## src/hw/rtc_pkg.sv

```systemverilog
// Constants, types and field layouts for the BCD calendar clock core.
// Notes on behaviour
// RULE_01 - weekday counts 0 Sunday through 6 Saturday, then wraps.
// RULE_02 - day rolls after 31 or 30 depending on month.
// RULE_03 - years divisible by four have February 29, otherwise 28.
// RULE_04 - all fields from seconds up are writable; counting resumes from written value.
// RULE_05 - counter runs only while enable bit 7 is set, also during adjustments.
// RULE_06 - any minutes/seconds write clears both prescaler stages.
// RULE_07 - a counter write takes effect in the cycle of the write.
// RULE_08 - half-second bit is read-only; low seconds write resets it.
// RULE_09 - sync flag bit 4 reads 0 while access is safe from rollover.
// RULE_10 - software reads each register twice and compares results.
// RULE_11 - counter writes accepted only while write-enable bit 5 is set.
// RULE_12 - write-enable set needs 0x55 then 0xAA then set within window.
// RULE_13 - software keeps write-enable clear except while updating.
// RULE_14 - value pointer bits 1:0 select min/sec, wday/hr, month/day, none/year.
// RULE_15 - each value-high access decrements value pointer until 00.
// RULE_16 - alarm pointer bits 1:0 select alarm min/sec, wday/hr, month/day, none.
// RULE_17 - each alarm-high access decrements alarm pointer until 00.
// RULE_18 - signed 8-bit calibration times four applied once per minute.
// RULE_19 - negative calibration removes pulses, positive adds them.
// RULE_20 - software writes calibration when disabled or just after second pulse.
// RULE_21 - enable bit and value window writes ignored while write-enable clear.
// RULE_22 - 23:59:59 rolls to 00:00:00, Dec 31 to Jan 1, year 99 to 00.
// RULE_23 - every BCD digit carries at ten.
// RULE_24 - any other write between unlock steps abandons the sequence.
// RULE_25 - written values land atomically; no field is left half updated.
package rtc_pkg;

    // register selects on the cpu port
    typedef enum logic [2:0] {
        SEL_CLOCK_CFG = 3'h0,
        SEL_ALARM_CFG = 3'h1,
        SEL_VALUE_HIGH = 3'h2,
        SEL_VALUE_LOW = 3'h3,
        SEL_ALARM_HIGH = 3'h4,
        SEL_ALARM_LOW = 3'h5,
        SEL_CALIB = 3'h6,
        SEL_UNLOCK_KEY = 3'h7
    } reg_sel_t;

    typedef enum logic [1:0] {
        UNLOCK_IDLE = 2'b00,
        UNLOCK_FIRST = 2'b01,
        UNLOCK_OPEN = 2'b10
    } unlock_state_t;

    typedef struct packed {
        logic wr;
        logic rd;
        reg_sel_t sel;
        logic [7:0] data;
    } cpu_req_t;

    typedef struct packed {
        logic [7:0] year;
        logic [7:0] month;
        logic [7:0] day;
        logic [7:0] weekday;
        logic [7:0] hours;
        logic [7:0] minutes;
        logic [7:0] seconds;
    } calendar_t;

    // configuration bit positions
    localparam int CFG_ENABLE_BIT = 7;
    localparam int CFG_WREN_BIT = 5;
    localparam int CFG_SYNC_BIT = 4;
    localparam int CFG_HALF_BIT = 3;

    // pointer codes
    localparam logic [1:0] PTR_MIN_SEC = 2'h0;
    localparam logic [1:0] PTR_WDAY_HOUR = 2'h1;
    localparam logic [1:0] PTR_MONTH_DAY = 2'h2;
    localparam logic [1:0] PTR_YEAR = 2'h3;

    // unlock keys and window
    localparam logic [7:0] KEY_FIRST = 8'h55;
    localparam logic [7:0] KEY_SECOND = 8'hAA;
    localparam int UNLOCK_NS = 100;
    localparam int CLK_PERIOD_NS = 25;
    localparam int UNLOCK_CYCLES_INT = UNLOCK_NS / CLK_PERIOD_NS;
    localparam logic [2:0] UNLOCK_CYCLES = 3'(UNLOCK_CYCLES_INT);

    // field masks applied on writes
    localparam logic [7:0] MASK_SEC_MIN = 8'h7F;
    localparam logic [7:0] MASK_HOUR_DAY = 8'h3F;
    localparam logic [7:0] MASK_WEEKDAY = 8'h07;
    localparam logic [7:0] MASK_MONTH = 8'h1F;

    // BCD limits
    localparam logic [7:0] LAST_SEC_MIN = 8'h59;
    localparam logic [7:0] LAST_HOUR = 8'h23;
    localparam logic [7:0] LAST_WEEKDAY = 8'h06;
    localparam logic [7:0] LAST_MONTH = 8'h12;
    localparam logic [7:0] LAST_YEAR = 8'h99;
    localparam logic [7:0] DAY_31 = 8'h31;
    localparam logic [7:0] DAY_30 = 8'h30;
    localparam logic [7:0] DAY_29 = 8'h29;
    localparam logic [7:0] DAY_28 = 8'h28;
    localparam logic [7:0] FIRST_ZERO = 8'h00;
    localparam logic [7:0] FIRST_ONE = 8'h01;
    localparam logic [7:0] MONTH_FEB = 8'h02;

    // prescaler: 16384 ticks per half second, flag raised near the rollover
    localparam int PRESC_W = 14;
    localparam logic [13:0] SYNC_START = 14'h3FE0;
    localparam logic signed [9:0] ADJ_ZERO = 10'sh000;

    // reset calendar: 2000-01-01, Saturday, 00:00:00
    localparam calendar_t CAL_RESET = '{8'h00, 8'h01, 8'h01, 8'h06, 8'h00, 8'h00, 8'h00};

endpackage

```

## src/hw/bcd_calendar_clock_core.sv

```systemverilog
// BCD calendar clock with pointer windows, keyed write unlock and drift calibration.
module bcd_calendar_clock_core (
    // clock and reset
    input wire logic clk,
    input wire logic rst,
    // 32.768 kHz tick, one cycle per crystal pulse
    input wire logic crystal_tick,
    // cpu register access
    input rtc_pkg::cpu_req_t cpu_req,
    output logic [7:0] rdata,
    // status
    output logic clock_module_enable,
    output logic counter_write_enable,
    output logic safe_access_window_flag,
    output logic half_second,
    output logic second_pulse
);

    rtc_pkg::calendar_t cal;
    rtc_pkg::calendar_t next_cal;
    rtc_pkg::unlock_state_t unlock_state;
    logic [2:0] unlock_count;
    logic [1:0] value_window_pointer;
    logic [1:0] alarm_window_pointer;
    logic [5:0] alarm_cfg_upper;
    logic [7:0] drift_calibration_register;
    logic [7:0] alarm_minutes;
    logic [7:0] alarm_seconds;
    logic [7:0] alarm_weekday;
    logic [7:0] alarm_hours;
    logic [7:0] alarm_month;
    logic [7:0] alarm_day;
    logic [13:0] presc;
    logic signed [9:0] adj;
    logic [14:0] presc_sum;
    logic [1:0] presc_step;
    logic sec_tick;
    logic minute_roll;
    logic wr_cfg;
    logic wr_key;
    logic wr_vh;
    logic wr_vl;
    logic wr_ah;
    logic wr_al;
    logic acc_vh;
    logic acc_ah;
    logic wr_counter;
    logic clear_presc;

    assign wr_cfg = cpu_req.wr && cpu_req.sel == rtc_pkg::SEL_CLOCK_CFG;
    assign wr_key = cpu_req.wr && cpu_req.sel == rtc_pkg::SEL_UNLOCK_KEY;
    assign wr_vh = cpu_req.wr && cpu_req.sel == rtc_pkg::SEL_VALUE_HIGH;
    assign wr_vl = cpu_req.wr && cpu_req.sel == rtc_pkg::SEL_VALUE_LOW;
    assign wr_ah = cpu_req.wr && cpu_req.sel == rtc_pkg::SEL_ALARM_HIGH;
    assign wr_al = cpu_req.wr && cpu_req.sel == rtc_pkg::SEL_ALARM_LOW;
    assign acc_vh = (cpu_req.wr || cpu_req.rd) && cpu_req.sel == rtc_pkg::SEL_VALUE_HIGH;
    assign acc_ah = (cpu_req.wr || cpu_req.rd) && cpu_req.sel == rtc_pkg::SEL_ALARM_HIGH;
    assign wr_counter = counter_write_enable && (wr_vh || wr_vl); // RULE_11 RULE_21
    assign clear_presc = wr_counter && value_window_pointer == rtc_pkg::PTR_MIN_SEC; // RULE_06

    // one BCD step: wraps to first after last, digits carry at ten
    function automatic logic [7:0] bcd_step(input logic [7:0] v, input logic [7:0] last,
                                            input logic [7:0] first);
        logic [7:0] r;
        r = v;
        if (v == last)
            r = first;
        else if (v[3:0] == 4'h9) // RULE_23
            r = {v[7:4] + 4'h1, 4'h0};
        else
            r = {v[7:4], v[3:0] + 4'h1};
        return r;
    endfunction

    function automatic logic is_leap(input logic [7:0] y);
        logic r;
        r = 1'b0;
        if (!y[4])
            r = y[3:0] == 4'h0 || y[3:0] == 4'h4 || y[3:0] == 4'h8;
        else
            r = y[3:0] == 4'h2 || y[3:0] == 4'h6;
        return r;
    endfunction

    function automatic logic [7:0] last_day(input logic [7:0] m, input logic [7:0] y);
        logic [7:0] r;
        r = rtc_pkg::DAY_31;
        case (m)
            8'h04, 8'h06, 8'h09, 8'h11: r = rtc_pkg::DAY_30; // RULE_02
            8'h02: r = is_leap(y) ? rtc_pkg::DAY_29 : rtc_pkg::DAY_28; // RULE_03
            default: r = rtc_pkg::DAY_31;
        endcase
        return r;
    endfunction

    // crystal prescaler with calibration: positive adjust doubles a tick, negative drops one
    always_comb
    begin
        presc_step = 2'd0;
        if (clock_module_enable && crystal_tick) // RULE_05
        begin
            if (adj > rtc_pkg::ADJ_ZERO)
                presc_step = 2'd2; // RULE_19
            else if (adj < rtc_pkg::ADJ_ZERO)
                presc_step = 2'd0; // RULE_19
            else
                presc_step = 2'd1;
        end
        presc_sum = {1'b0, presc} + {13'h0, presc_step};
        sec_tick = presc_sum[rtc_pkg::PRESC_W] && half_second;
        minute_roll = sec_tick && cal.seconds == rtc_pkg::LAST_SEC_MIN;
    end

    always_ff @(posedge clk or posedge rst)
    begin
        if (rst)
        begin
            presc <= '0;
            half_second <= 1'b0;
        end
        else if (clear_presc) // RULE_06 RULE_08
        begin
            presc <= '0;
            half_second <= 1'b0;
        end
        else
        begin
            presc <= presc_sum[rtc_pkg::PRESC_W-1:0];
            if (presc_sum[rtc_pkg::PRESC_W])
                half_second <= !half_second;
        end
    end

    always_ff @(posedge clk or posedge rst)
    begin
        if (rst)
            adj <= rtc_pkg::ADJ_ZERO;
        else if (minute_roll)
            adj <= $signed({{2{drift_calibration_register[7]}}, drift_calibration_register}) <<< 2; // RULE_18
        else if (clock_module_enable && crystal_tick && adj > rtc_pkg::ADJ_ZERO)
            adj <= adj - 10'sd1;
        else if (clock_module_enable && crystal_tick && adj < rtc_pkg::ADJ_ZERO)
            adj <= adj + 10'sd1;
    end

    always_ff @(posedge clk or posedge rst)
    begin
        if (rst)
            second_pulse <= 1'b0;
        else
            second_pulse <= sec_tick;
    end

    // calendar advance, then same-cycle cpu write overrides the addressed field of the selected pair
    always_comb
    begin
        next_cal = cal;
        if (sec_tick)
        begin
            next_cal.seconds = bcd_step(cal.seconds, rtc_pkg::LAST_SEC_MIN, rtc_pkg::FIRST_ZERO);
            if (cal.seconds == rtc_pkg::LAST_SEC_MIN)
            begin
                next_cal.minutes = bcd_step(cal.minutes, rtc_pkg::LAST_SEC_MIN,
                                            rtc_pkg::FIRST_ZERO);
                if (cal.minutes == rtc_pkg::LAST_SEC_MIN)
                begin
                    next_cal.hours = bcd_step(cal.hours, rtc_pkg::LAST_HOUR,
                                              rtc_pkg::FIRST_ZERO); // RULE_22
                    if (cal.hours == rtc_pkg::LAST_HOUR)
                    begin
                        next_cal.weekday = bcd_step(cal.weekday, rtc_pkg::LAST_WEEKDAY,
                                                    rtc_pkg::FIRST_ZERO); // RULE_01
                        next_cal.day = bcd_step(cal.day, last_day(cal.month, cal.year),
                                                rtc_pkg::FIRST_ONE); // RULE_02 RULE_03
                        if (cal.day == last_day(cal.month, cal.year))
                        begin
                            next_cal.month = bcd_step(cal.month, rtc_pkg::LAST_MONTH,
                                                      rtc_pkg::FIRST_ONE); // RULE_22
                            if (cal.month == rtc_pkg::LAST_MONTH)
                                next_cal.year = bcd_step(cal.year, rtc_pkg::LAST_YEAR,
                                                         rtc_pkg::FIRST_ZERO); // RULE_22
                        end
                    end
                end
            end
        end
        if (wr_counter) // RULE_04 RULE_07 RULE_25
        begin
            case (value_window_pointer)
                rtc_pkg::PTR_MIN_SEC:
                begin
                    if (wr_vh)
                        next_cal.minutes = cpu_req.data & rtc_pkg::MASK_SEC_MIN;
                    else
                        next_cal.seconds = cpu_req.data & rtc_pkg::MASK_SEC_MIN;
                end
                rtc_pkg::PTR_WDAY_HOUR:
                begin
                    if (wr_vh)
                        next_cal.weekday = cpu_req.data & rtc_pkg::MASK_WEEKDAY;
                    else
                        next_cal.hours = cpu_req.data & rtc_pkg::MASK_HOUR_DAY;
                end
                rtc_pkg::PTR_MONTH_DAY:
                begin
                    if (wr_vh)
                        next_cal.month = cpu_req.data & rtc_pkg::MASK_MONTH;
                    else
                        next_cal.day = cpu_req.data & rtc_pkg::MASK_HOUR_DAY;
                end
                default:
                begin
                    if (wr_vl)
                        next_cal.year = cpu_req.data;
                end
            endcase
        end
    end

    always_ff @(posedge clk or posedge rst)
    begin
        if (rst)
            cal <= rtc_pkg::CAL_RESET;
        else
            cal <= next_cal;
    end

    // keyed unlock: 55, AA, then the set must arrive inside the window
    always_ff @(posedge clk or posedge rst)
    begin
        if (rst)
        begin
            unlock_state <= rtc_pkg::UNLOCK_IDLE;
            unlock_count <= '0;
        end
        else
        begin
            case (unlock_state)
                rtc_pkg::UNLOCK_IDLE:
                    if (wr_key && cpu_req.data == rtc_pkg::KEY_FIRST)
                        unlock_state <= rtc_pkg::UNLOCK_FIRST;
                rtc_pkg::UNLOCK_FIRST:
                    if (wr_key && cpu_req.data == rtc_pkg::KEY_SECOND)
                    begin
                        unlock_state <= rtc_pkg::UNLOCK_OPEN; // RULE_12
                        unlock_count <= rtc_pkg::UNLOCK_CYCLES;
                    end
                    else if (cpu_req.wr)
                        unlock_state <= rtc_pkg::UNLOCK_IDLE; // RULE_24
                rtc_pkg::UNLOCK_OPEN:
                begin
                    unlock_count <= unlock_count - 3'h1;
                    if (cpu_req.wr || unlock_count == 3'h1)
                        unlock_state <= rtc_pkg::UNLOCK_IDLE; // RULE_12 RULE_24
                end
                default:
                    unlock_state <= rtc_pkg::UNLOCK_IDLE;
            endcase
        end
    end

    // clock configuration: enable and write-enable bits, value pointer
    always_ff @(posedge clk or posedge rst)
    begin
        if (rst)
        begin
            clock_module_enable <= 1'b0;
            counter_write_enable <= 1'b0;
            value_window_pointer <= rtc_pkg::PTR_MIN_SEC;
        end
        else if (wr_cfg)
        begin
            value_window_pointer <= cpu_req.data[1:0]; // RULE_14
            if (counter_write_enable)
                clock_module_enable <= cpu_req.data[rtc_pkg::CFG_ENABLE_BIT]; // RULE_21
            if (!cpu_req.data[rtc_pkg::CFG_WREN_BIT])
                counter_write_enable <= 1'b0;
            else if (unlock_state == rtc_pkg::UNLOCK_OPEN)
                counter_write_enable <= 1'b1; // RULE_12
        end
        else if (acc_vh && value_window_pointer != rtc_pkg::PTR_MIN_SEC)
            value_window_pointer <= value_window_pointer - 2'h1; // RULE_15
    end

    // alarm configuration, pointer and value storage
    always_ff @(posedge clk or posedge rst)
    begin
        if (rst)
        begin
            alarm_window_pointer <= rtc_pkg::PTR_MIN_SEC;
            alarm_cfg_upper <= '0;
        end
        else if (cpu_req.wr && cpu_req.sel == rtc_pkg::SEL_ALARM_CFG)
        begin
            alarm_window_pointer <= cpu_req.data[1:0]; // RULE_16
            alarm_cfg_upper <= cpu_req.data[7:2];
        end
        else if (acc_ah && alarm_window_pointer != rtc_pkg::PTR_MIN_SEC)
            alarm_window_pointer <= alarm_window_pointer - 2'h1; // RULE_17
    end

    always_ff @(posedge clk or posedge rst)
    begin
        if (rst)
        begin
            alarm_minutes <= '0;
            alarm_seconds <= '0;
            alarm_weekday <= '0;
            alarm_hours <= '0;
            alarm_month <= '0;
            alarm_day <= '0;
        end
        else if (counter_write_enable && (wr_ah || wr_al))
        begin
            case (alarm_window_pointer)
                rtc_pkg::PTR_MIN_SEC:
                    if (wr_ah)
                        alarm_minutes <= cpu_req.data & rtc_pkg::MASK_SEC_MIN;
                    else
                        alarm_seconds <= cpu_req.data & rtc_pkg::MASK_SEC_MIN;
                rtc_pkg::PTR_WDAY_HOUR:
                    if (wr_ah)
                        alarm_weekday <= cpu_req.data & rtc_pkg::MASK_WEEKDAY;
                    else
                        alarm_hours <= cpu_req.data & rtc_pkg::MASK_HOUR_DAY;
                rtc_pkg::PTR_MONTH_DAY:
                    if (wr_ah)
                        alarm_month <= cpu_req.data & rtc_pkg::MASK_MONTH;
                    else
                        alarm_day <= cpu_req.data & rtc_pkg::MASK_HOUR_DAY;
                default:
                    alarm_day <= alarm_day;
            endcase
        end
    end

    always_ff @(posedge clk or posedge rst)
    begin
        if (rst)
            drift_calibration_register <= '0;
        else if (cpu_req.wr && cpu_req.sel == rtc_pkg::SEL_CALIB)
            drift_calibration_register <= cpu_req.data; // RULE_18
    end

    // flag raised during the last stretch of each second before the carry
    always_ff @(posedge clk or posedge rst)
    begin
        if (rst)
            safe_access_window_flag <= 1'b0;
        else
            safe_access_window_flag <= clock_module_enable && half_second
                                       && presc >= rtc_pkg::SYNC_START; // RULE_09
    end

    // read data, captured on the read strobe
    always_ff @(posedge clk or posedge rst)
    begin
        if (rst)
            rdata <= '0;
        else if (cpu_req.rd)
        begin
            case (cpu_req.sel)
                rtc_pkg::SEL_CLOCK_CFG:
                    rdata <= {clock_module_enable, 1'b0, counter_write_enable,
                              safe_access_window_flag, half_second, 1'b0,
                              value_window_pointer};
                rtc_pkg::SEL_ALARM_CFG:
                    rdata <= {alarm_cfg_upper, alarm_window_pointer};
                rtc_pkg::SEL_VALUE_HIGH:
                    case (value_window_pointer)
                        rtc_pkg::PTR_MIN_SEC: rdata <= cal.minutes;
                        rtc_pkg::PTR_WDAY_HOUR: rdata <= cal.weekday;
                        rtc_pkg::PTR_MONTH_DAY: rdata <= cal.month;
                        default: rdata <= '0;
                    endcase
                rtc_pkg::SEL_VALUE_LOW:
                    case (value_window_pointer)
                        rtc_pkg::PTR_MIN_SEC: rdata <= cal.seconds;
                        rtc_pkg::PTR_WDAY_HOUR: rdata <= cal.hours;
                        rtc_pkg::PTR_MONTH_DAY: rdata <= cal.day;
                        default: rdata <= cal.year;
                    endcase
                rtc_pkg::SEL_ALARM_HIGH:
                    case (alarm_window_pointer)
                        rtc_pkg::PTR_MIN_SEC: rdata <= alarm_minutes;
                        rtc_pkg::PTR_WDAY_HOUR: rdata <= alarm_weekday;
                        rtc_pkg::PTR_MONTH_DAY: rdata <= alarm_month;
                        default: rdata <= '0;
                    endcase
                rtc_pkg::SEL_ALARM_LOW:
                    case (alarm_window_pointer)
                        rtc_pkg::PTR_MIN_SEC: rdata <= alarm_seconds;
                        rtc_pkg::PTR_WDAY_HOUR: rdata <= alarm_hours;
                        rtc_pkg::PTR_MONTH_DAY: rdata <= alarm_day;
                        default: rdata <= '0;
                    endcase
                rtc_pkg::SEL_CALIB:
                    rdata <= drift_calibration_register;
                default:
                    rdata <= '0;
            endcase
        end
    end

endmodule

```

## config.mk

```make
export PLATFORM = sky130hd
export DESIGN_NAME = bcd_calendar_clock_core
export DESIGN_NICKNAME = d
export VERILOG_FILES = /design/src/hw/rtc_pkg.sv /design/src/hw/bcd_calendar_clock_core.sv
export SDC_FILE = /design/constraint.sdc
export NUM_CORES = 1
export LEC_CHECK = 0
export BUFFER_PORTS_ARGS = -buffer_cell sky130_fd_sc_hd__buf_4
export CORE_ASPECT_RATIO = 0.75
export CORE_MARGIN = 4
export CORE_UTILIZATION = 29
export CTS_BUF_LIST = sky130_fd_sc_hd__clkbuf_16
export DETAILED_ROUTE_END_ITERATION = 8
export GPL_ROUTABILITY_DRIVEN = 0
export SLEW_MARGIN = 20
export SYNTH_ARGS = -nofsm -noshare
export SYNTH_HDL_FRONTEND = slang
export SYNTH_SLANG_ARGS = --single-unit
```

## constraint.sdc

```tcl
create_clock -name clk -period 4.4 [get_ports clk]
set_input_delay 0.66 -clock clk [delete_from_list [all_inputs] [get_ports clk]]
set_output_delay 0.66 -clock clk [all_outputs]
set_load 0.01 [all_outputs]
```

; ---- Yosys cells after proc, flatten, opt, wreduce, memory -nomap -nowiden
; Index checks and enable logic that the tools add are counted.
[word_totals]
reg_bits = 150
latch_bits = 0
ram_bits = 0
rom_bits = 0
wordCells = 222
mem_count = 0
[op_classes]
n_addsub = 20
mul = 0
n_div = 0
order_cmp = 3
eq_ne = 44
shifts = 0
mux = 71
bitwise_logic = 1
n_reduce_logical = 56
[ops]
columns = cell, count
row1 = $mux W8, 27
row2 = $mux W56, 2
row3 = $mux W16, 4
row4 = $add A4 B1 Y4 const B, 14
row5 = $pmux W8 S7, 1
row6 = $mux W48, 1
row7 = $pmux W8 S3, 2
row8 = $pmux W7 S3, 2
row9 = $mux W40, 1
row10 = $eq A4 B4 Y1 const B, 8
row11 = $mux W32, 1
row12 = $mux W10, 3
row13 = $eq A8 B3 Y1 const B, 3
row14 = $eq A8 B7 Y1 const B, 3
row15 = $logic_and A1 B1 Y1, 24
row16 = $reduce_and A3 Y1, 7
row17 = $mux W2, 10
row18 = $eq A8 B5 Y1 const B, 2
row19 = $eq A8 B8 Y1 const B, 2
row20 = $add A14 B2 Y15, 1
row21 = $ge A14 B14 Y1 const B, 1
row22 = $mux W14, 1
row23 = $eq A3 B3 Y1 const B, 4
row24 = $mux W1, 12
row25 = 34 further kinds, 59

; ---- Depth between registers and ports, before layout
[depth]
word_depth = 24
mapped_depth = 14

; ---- Least setup slack after synthesis
; OpenSTA, ideal clock, no wires.
[synth_timing]
path_type = in2reg
start = in crystal_tick
end = reg cal[46] (netlist bit)
setup_ns = 0.078
arrival_time_ns = 3.491
required_time_ns = 4.322
setup_slack_ns = 0.831
stages = 13
path_buffers = 1
cell_sequence = nand2_1 -> a31oi_1 -> nand2b_1 -> inv_1 -> fa_1 -> and3_1 -> and3_1 -> buf_4 -> nand3_1 -> nor3_4 -> o21ai_2 -> or4_1 -> a21oi_1
[synth_lines]
columns = element, line
row1 = from (decl), bcd_calendar_clock_core.sv:7  ; input wire logic crystal_tick,
row2 = to (signal assigned), bcd_calendar_clock_core.sv:223  ; cal <= rtc_pkg::CAL_RESET;
row3 = to (signal assigned), bcd_calendar_clock_core.sv:225  ; cal <= next_cal;
row4 = to (decl), bcd_calendar_clock_core.sv:19  ; rtc_pkg::calendar_t cal;

==> impl_metrics.env <==
export IMPL_syn_nets=1024
export IMPL_cts_hold_buf=0
export IMPL_max_freq_mhz=256.3
export IMPL_ant_nets=0
export IMPL_n_antenna_cell=0
export IMPL_htreeDepth=4
export IMPL_grt_usage=0.1489
export IMPL_r2r_slack_ns=0.50
export IMPL_vias_per_cell=5.398
export IMPL_drive_gt1_frac=0.1433
export IMPL_finalWirelength_mm=25.45
export IMPL_rows=55
export IMPL_dr_pass1_iters=8
export IMPL_seqPwrFrac=0.424
export IMPL_fin_area_um2=10140
export IMPL_hold_violations=0
export IMPL_numCtsBuffers=17
export IMPL_cts_tree="done"
export IMPL_syn_cell_area_um2=9025
export IMPL_maxCapViolations=0
export IMPL_rsz0062_at_grt="false"
export IMPL_avgSynthCellArea_um2=9.362
export IMPL_grt_start_max_net_pins=78
export IMPL_combPwrFrac=0.179
export IMPL_drt_iter0_drc=752
export IMPL_initial_core_util=0.2967
export IMPL_ios=29
export IMPL_gr_total_overflow=0
export IMPL_cts_buffer_depth=2
export IMPL_grt_pass1_vias=6907
export IMPL_yosys_warnings=0
export IMPL_io_buffers=28
export IMPL_setup_violations=0
export IMPL_setup_tns_final_ns=0
export IMPL_p_clk_frac=0.397
export IMPL_vias=7427
export IMPL_swShare=0.3155
export IMPL_dieArea_um2=34040
export IMPL_postPlaceCellArea_um2=9538
export IMPL_cts_sinks=150
export IMPL_max_slew_worst_pin_slew_ns=1.064
export IMPL_cpMaxStageDelayCell="nor4_1"
export IMPL_syn_instance_count=964
export IMPL_dpl_hpwl_mm=18.01
export IMPL_die_h_um=160.8
export IMPL_crit_buf_inv=0
export IMPL_routedWlPerCell_um=18.49
export IMPL_yosys_cell_types_count=77
export IMPL_peakVddDrop_uv=269.8
export IMPL_final_common_cell="dfrtp_1"
export IMPL_cts_resized=0
export IMPL_root_buffer="clkbuf_16"
export IMPL_ys_async_sr_fraction=1.000
export IMPL_yosysSeqAreaShare=0.4165
export IMPL_core_um2=30420
export IMPL_clkTransAtPathRegs_ns=0.07
export IMPL_nets=1024
export IMPL_finClkSkew_ns=0.008673
export IMPL_worstPathArrival_ns=4.26
export IMPL_worst_path_max_fanout=9
export IMPL_grt_pass1_wl_mm=40.09
export IMPL_period_share=0.8866
export IMPL_clk_latency_ns=0.44
export IMPL_drv_slew=0
export IMPL_synth_seq_cells=150
export IMPL_power_density_nw_per_um2=380.6
export IMPL_hold_path_class="in -> async"
export IMPL_critPathTopFamily="simple AND/OR/NAND/NOR gates"
export IMPL_start_kind="register"
export IMPL_post_cts_setup_buffers=0
export IMPL_power_switching_mw=1.217
export IMPL_drc_errors=0
export IMPL_synth_flop_cell="dfrtp_1"
export IMPL_syn_to_final_growth_pct=12.34
export IMPL_dp_cells=1344
export IMPL_critPathKind="reg -> reg"
export IMPL_grt_antenna_before_repair=0
export IMPL_cellLeakagePower_nw=4.406
export IMPL_die_x_um=211.7
export IMPL_final_min_clock_period_ns=3.901
export IMPL_synth_edf_count=0
export IMPL_worstSetupEndpointType="register"
export IMPL_slowest_delay_ns=0.50
export IMPL_internal_power_mw=2.641
export IMPL_status="complete, no violations"
export IMPL_crit_required_ns=4.75
export IMPL_final_cells=1376
export IMPL_layout_common_cells="dfrtp_1 (146), nor2_1 (99), nand2_1 (82), a21oi_1 (74), mux2_2 (54)"
export IMPL_whs_ns=0.3744
export IMPL_slew_headroom=0.2859
export IMPL_path_cells="nor4_1, nand3_1, nor2_1, ha_1, fa_1, and3_1, and3_1, nand3_1, nor3_4, o2111ai_1, or3_1, a31oi_1"
state kept, by name (all words and copies together), names as in the netlist:
| name | flops |
|---|---|
| adj | 10 |
| alarm_cfg_upper | 6 |
| alarm_day | 6 |
| alarm_hours | 6 |
| alarm_minutes | 7 |
| alarm_month | 5 |
| alarm_seconds | 7 |
| alarm_weekday | 3 |
| alarm_window_pointer | 2 |
| cal | 56 |
| clock_module_enable | 1 |
| counter_write_enable | 1 |
| drift_calibration_register | 8 |
| half_second | 1 |
| presc | 14 |
| rdata | 8 |
| safe_access_window_flag | 1 |
| second_pulse | 1 |
| unlock_count | 3 |
| unlock_state | 2 |
| value_window_pointer | 2 |
worst paths after layout:
path / end / from / cells past startpoint
max: cal[50] / adj[3] / 12
min: value_window_pointer[0] / rst / 2
max reg2reg: cal[50] / adj[3] / 12
min reg2reg: unlock_state[0] / unlock_state[1] / 1
max in group asynchronous: cal[26] / rst / 3
min in group clk: unlock_state[0] / unlock_state[1] / 1
stage by stage:
step / worst slack (ns) / total power [mW] / util
3_5_place_dp: 0.5739 / 2.337 / 0.3136
6_report: 0.4990 / 3.858 / 0.3333
3_3_place_gp: 0.6070 / 2.316 / 0.3136
5_1_grt: 0.1693 / 4.038 / 0.3333
2_1_floorplan: 0.8313 / 2.089 / -
4_1_cts: 0.5657 / 3.878 / 0.3333
power groups by stage:
stage | logic (mW) | registers, mW | clock network (mW)
after floorplan | 0.474 | 1.62 | 0
after global placement | 0.661 | 1.65 | 0
after detailed placement | 0.678 | 1.66 | 0
after CTS | 0.683 | 1.63 | 1.56
after global routing | 0.758 | 1.65 | 1.63
final | 0.690 | 1.64 | 1.53
synth_stat cells, drive strengths merged (7+ instances only):
cell type  instances  area, um2
nand2             82      307.8
nor2b             15      93.84
nor3              24      131.4
nor2             100      377.9
nand3             46      230.2
buf               10      91.32
dfrtp            146       3654
a21oi             74      370.4
xor2              21      183.9
and3              18      115.1
or4                7      52.55
clkbuf            43      162.7
nor4               7      65.06
mux2i              9      90.09
ha                42      525.5
mux2              54      608.1
nand4             15      93.84
xnor2             16      140.1
o21ai             54      274.0
a22oi              9      67.56
a222oi            23      230.2
inv               38      142.6
layout make-up:
type | instances | area [um2]
sequential | 150 | 3759
fill | 3145 | 20280
clock buffer | 17 | 425.4
timing repair buffer | 36 | 282.8
tap | 399 | 499.2
multi-input combinational | 721 | 4851
inverter | 38 | 146.4
clock inverter | 15 | 175.2
per-layer routing:
layer,vias to the layer above,wire length (um),GRT usage
li1,3499,-,-
met1,3696,12780,0.2317
met2,211,10620,0.2072
met3,21,1830,0.04023
met4,0,215,0.02517
met5,-,0,0
logic make-up after synthesis:
logic type,after synthesis,synth area share
AND/OR/NAND/NOR,361,0.2067
AO/OA/AOI/OAI,216,0.1549
flip-flops,150,0.4165
adder cells (fa/ha/maj),44,0.06266
buffers and inverters,93,0.04603
multiplexers,63,0.07736
XOR/XNOR,37,0.03591
Note: power is estimated with default switching activity, not from simulation.
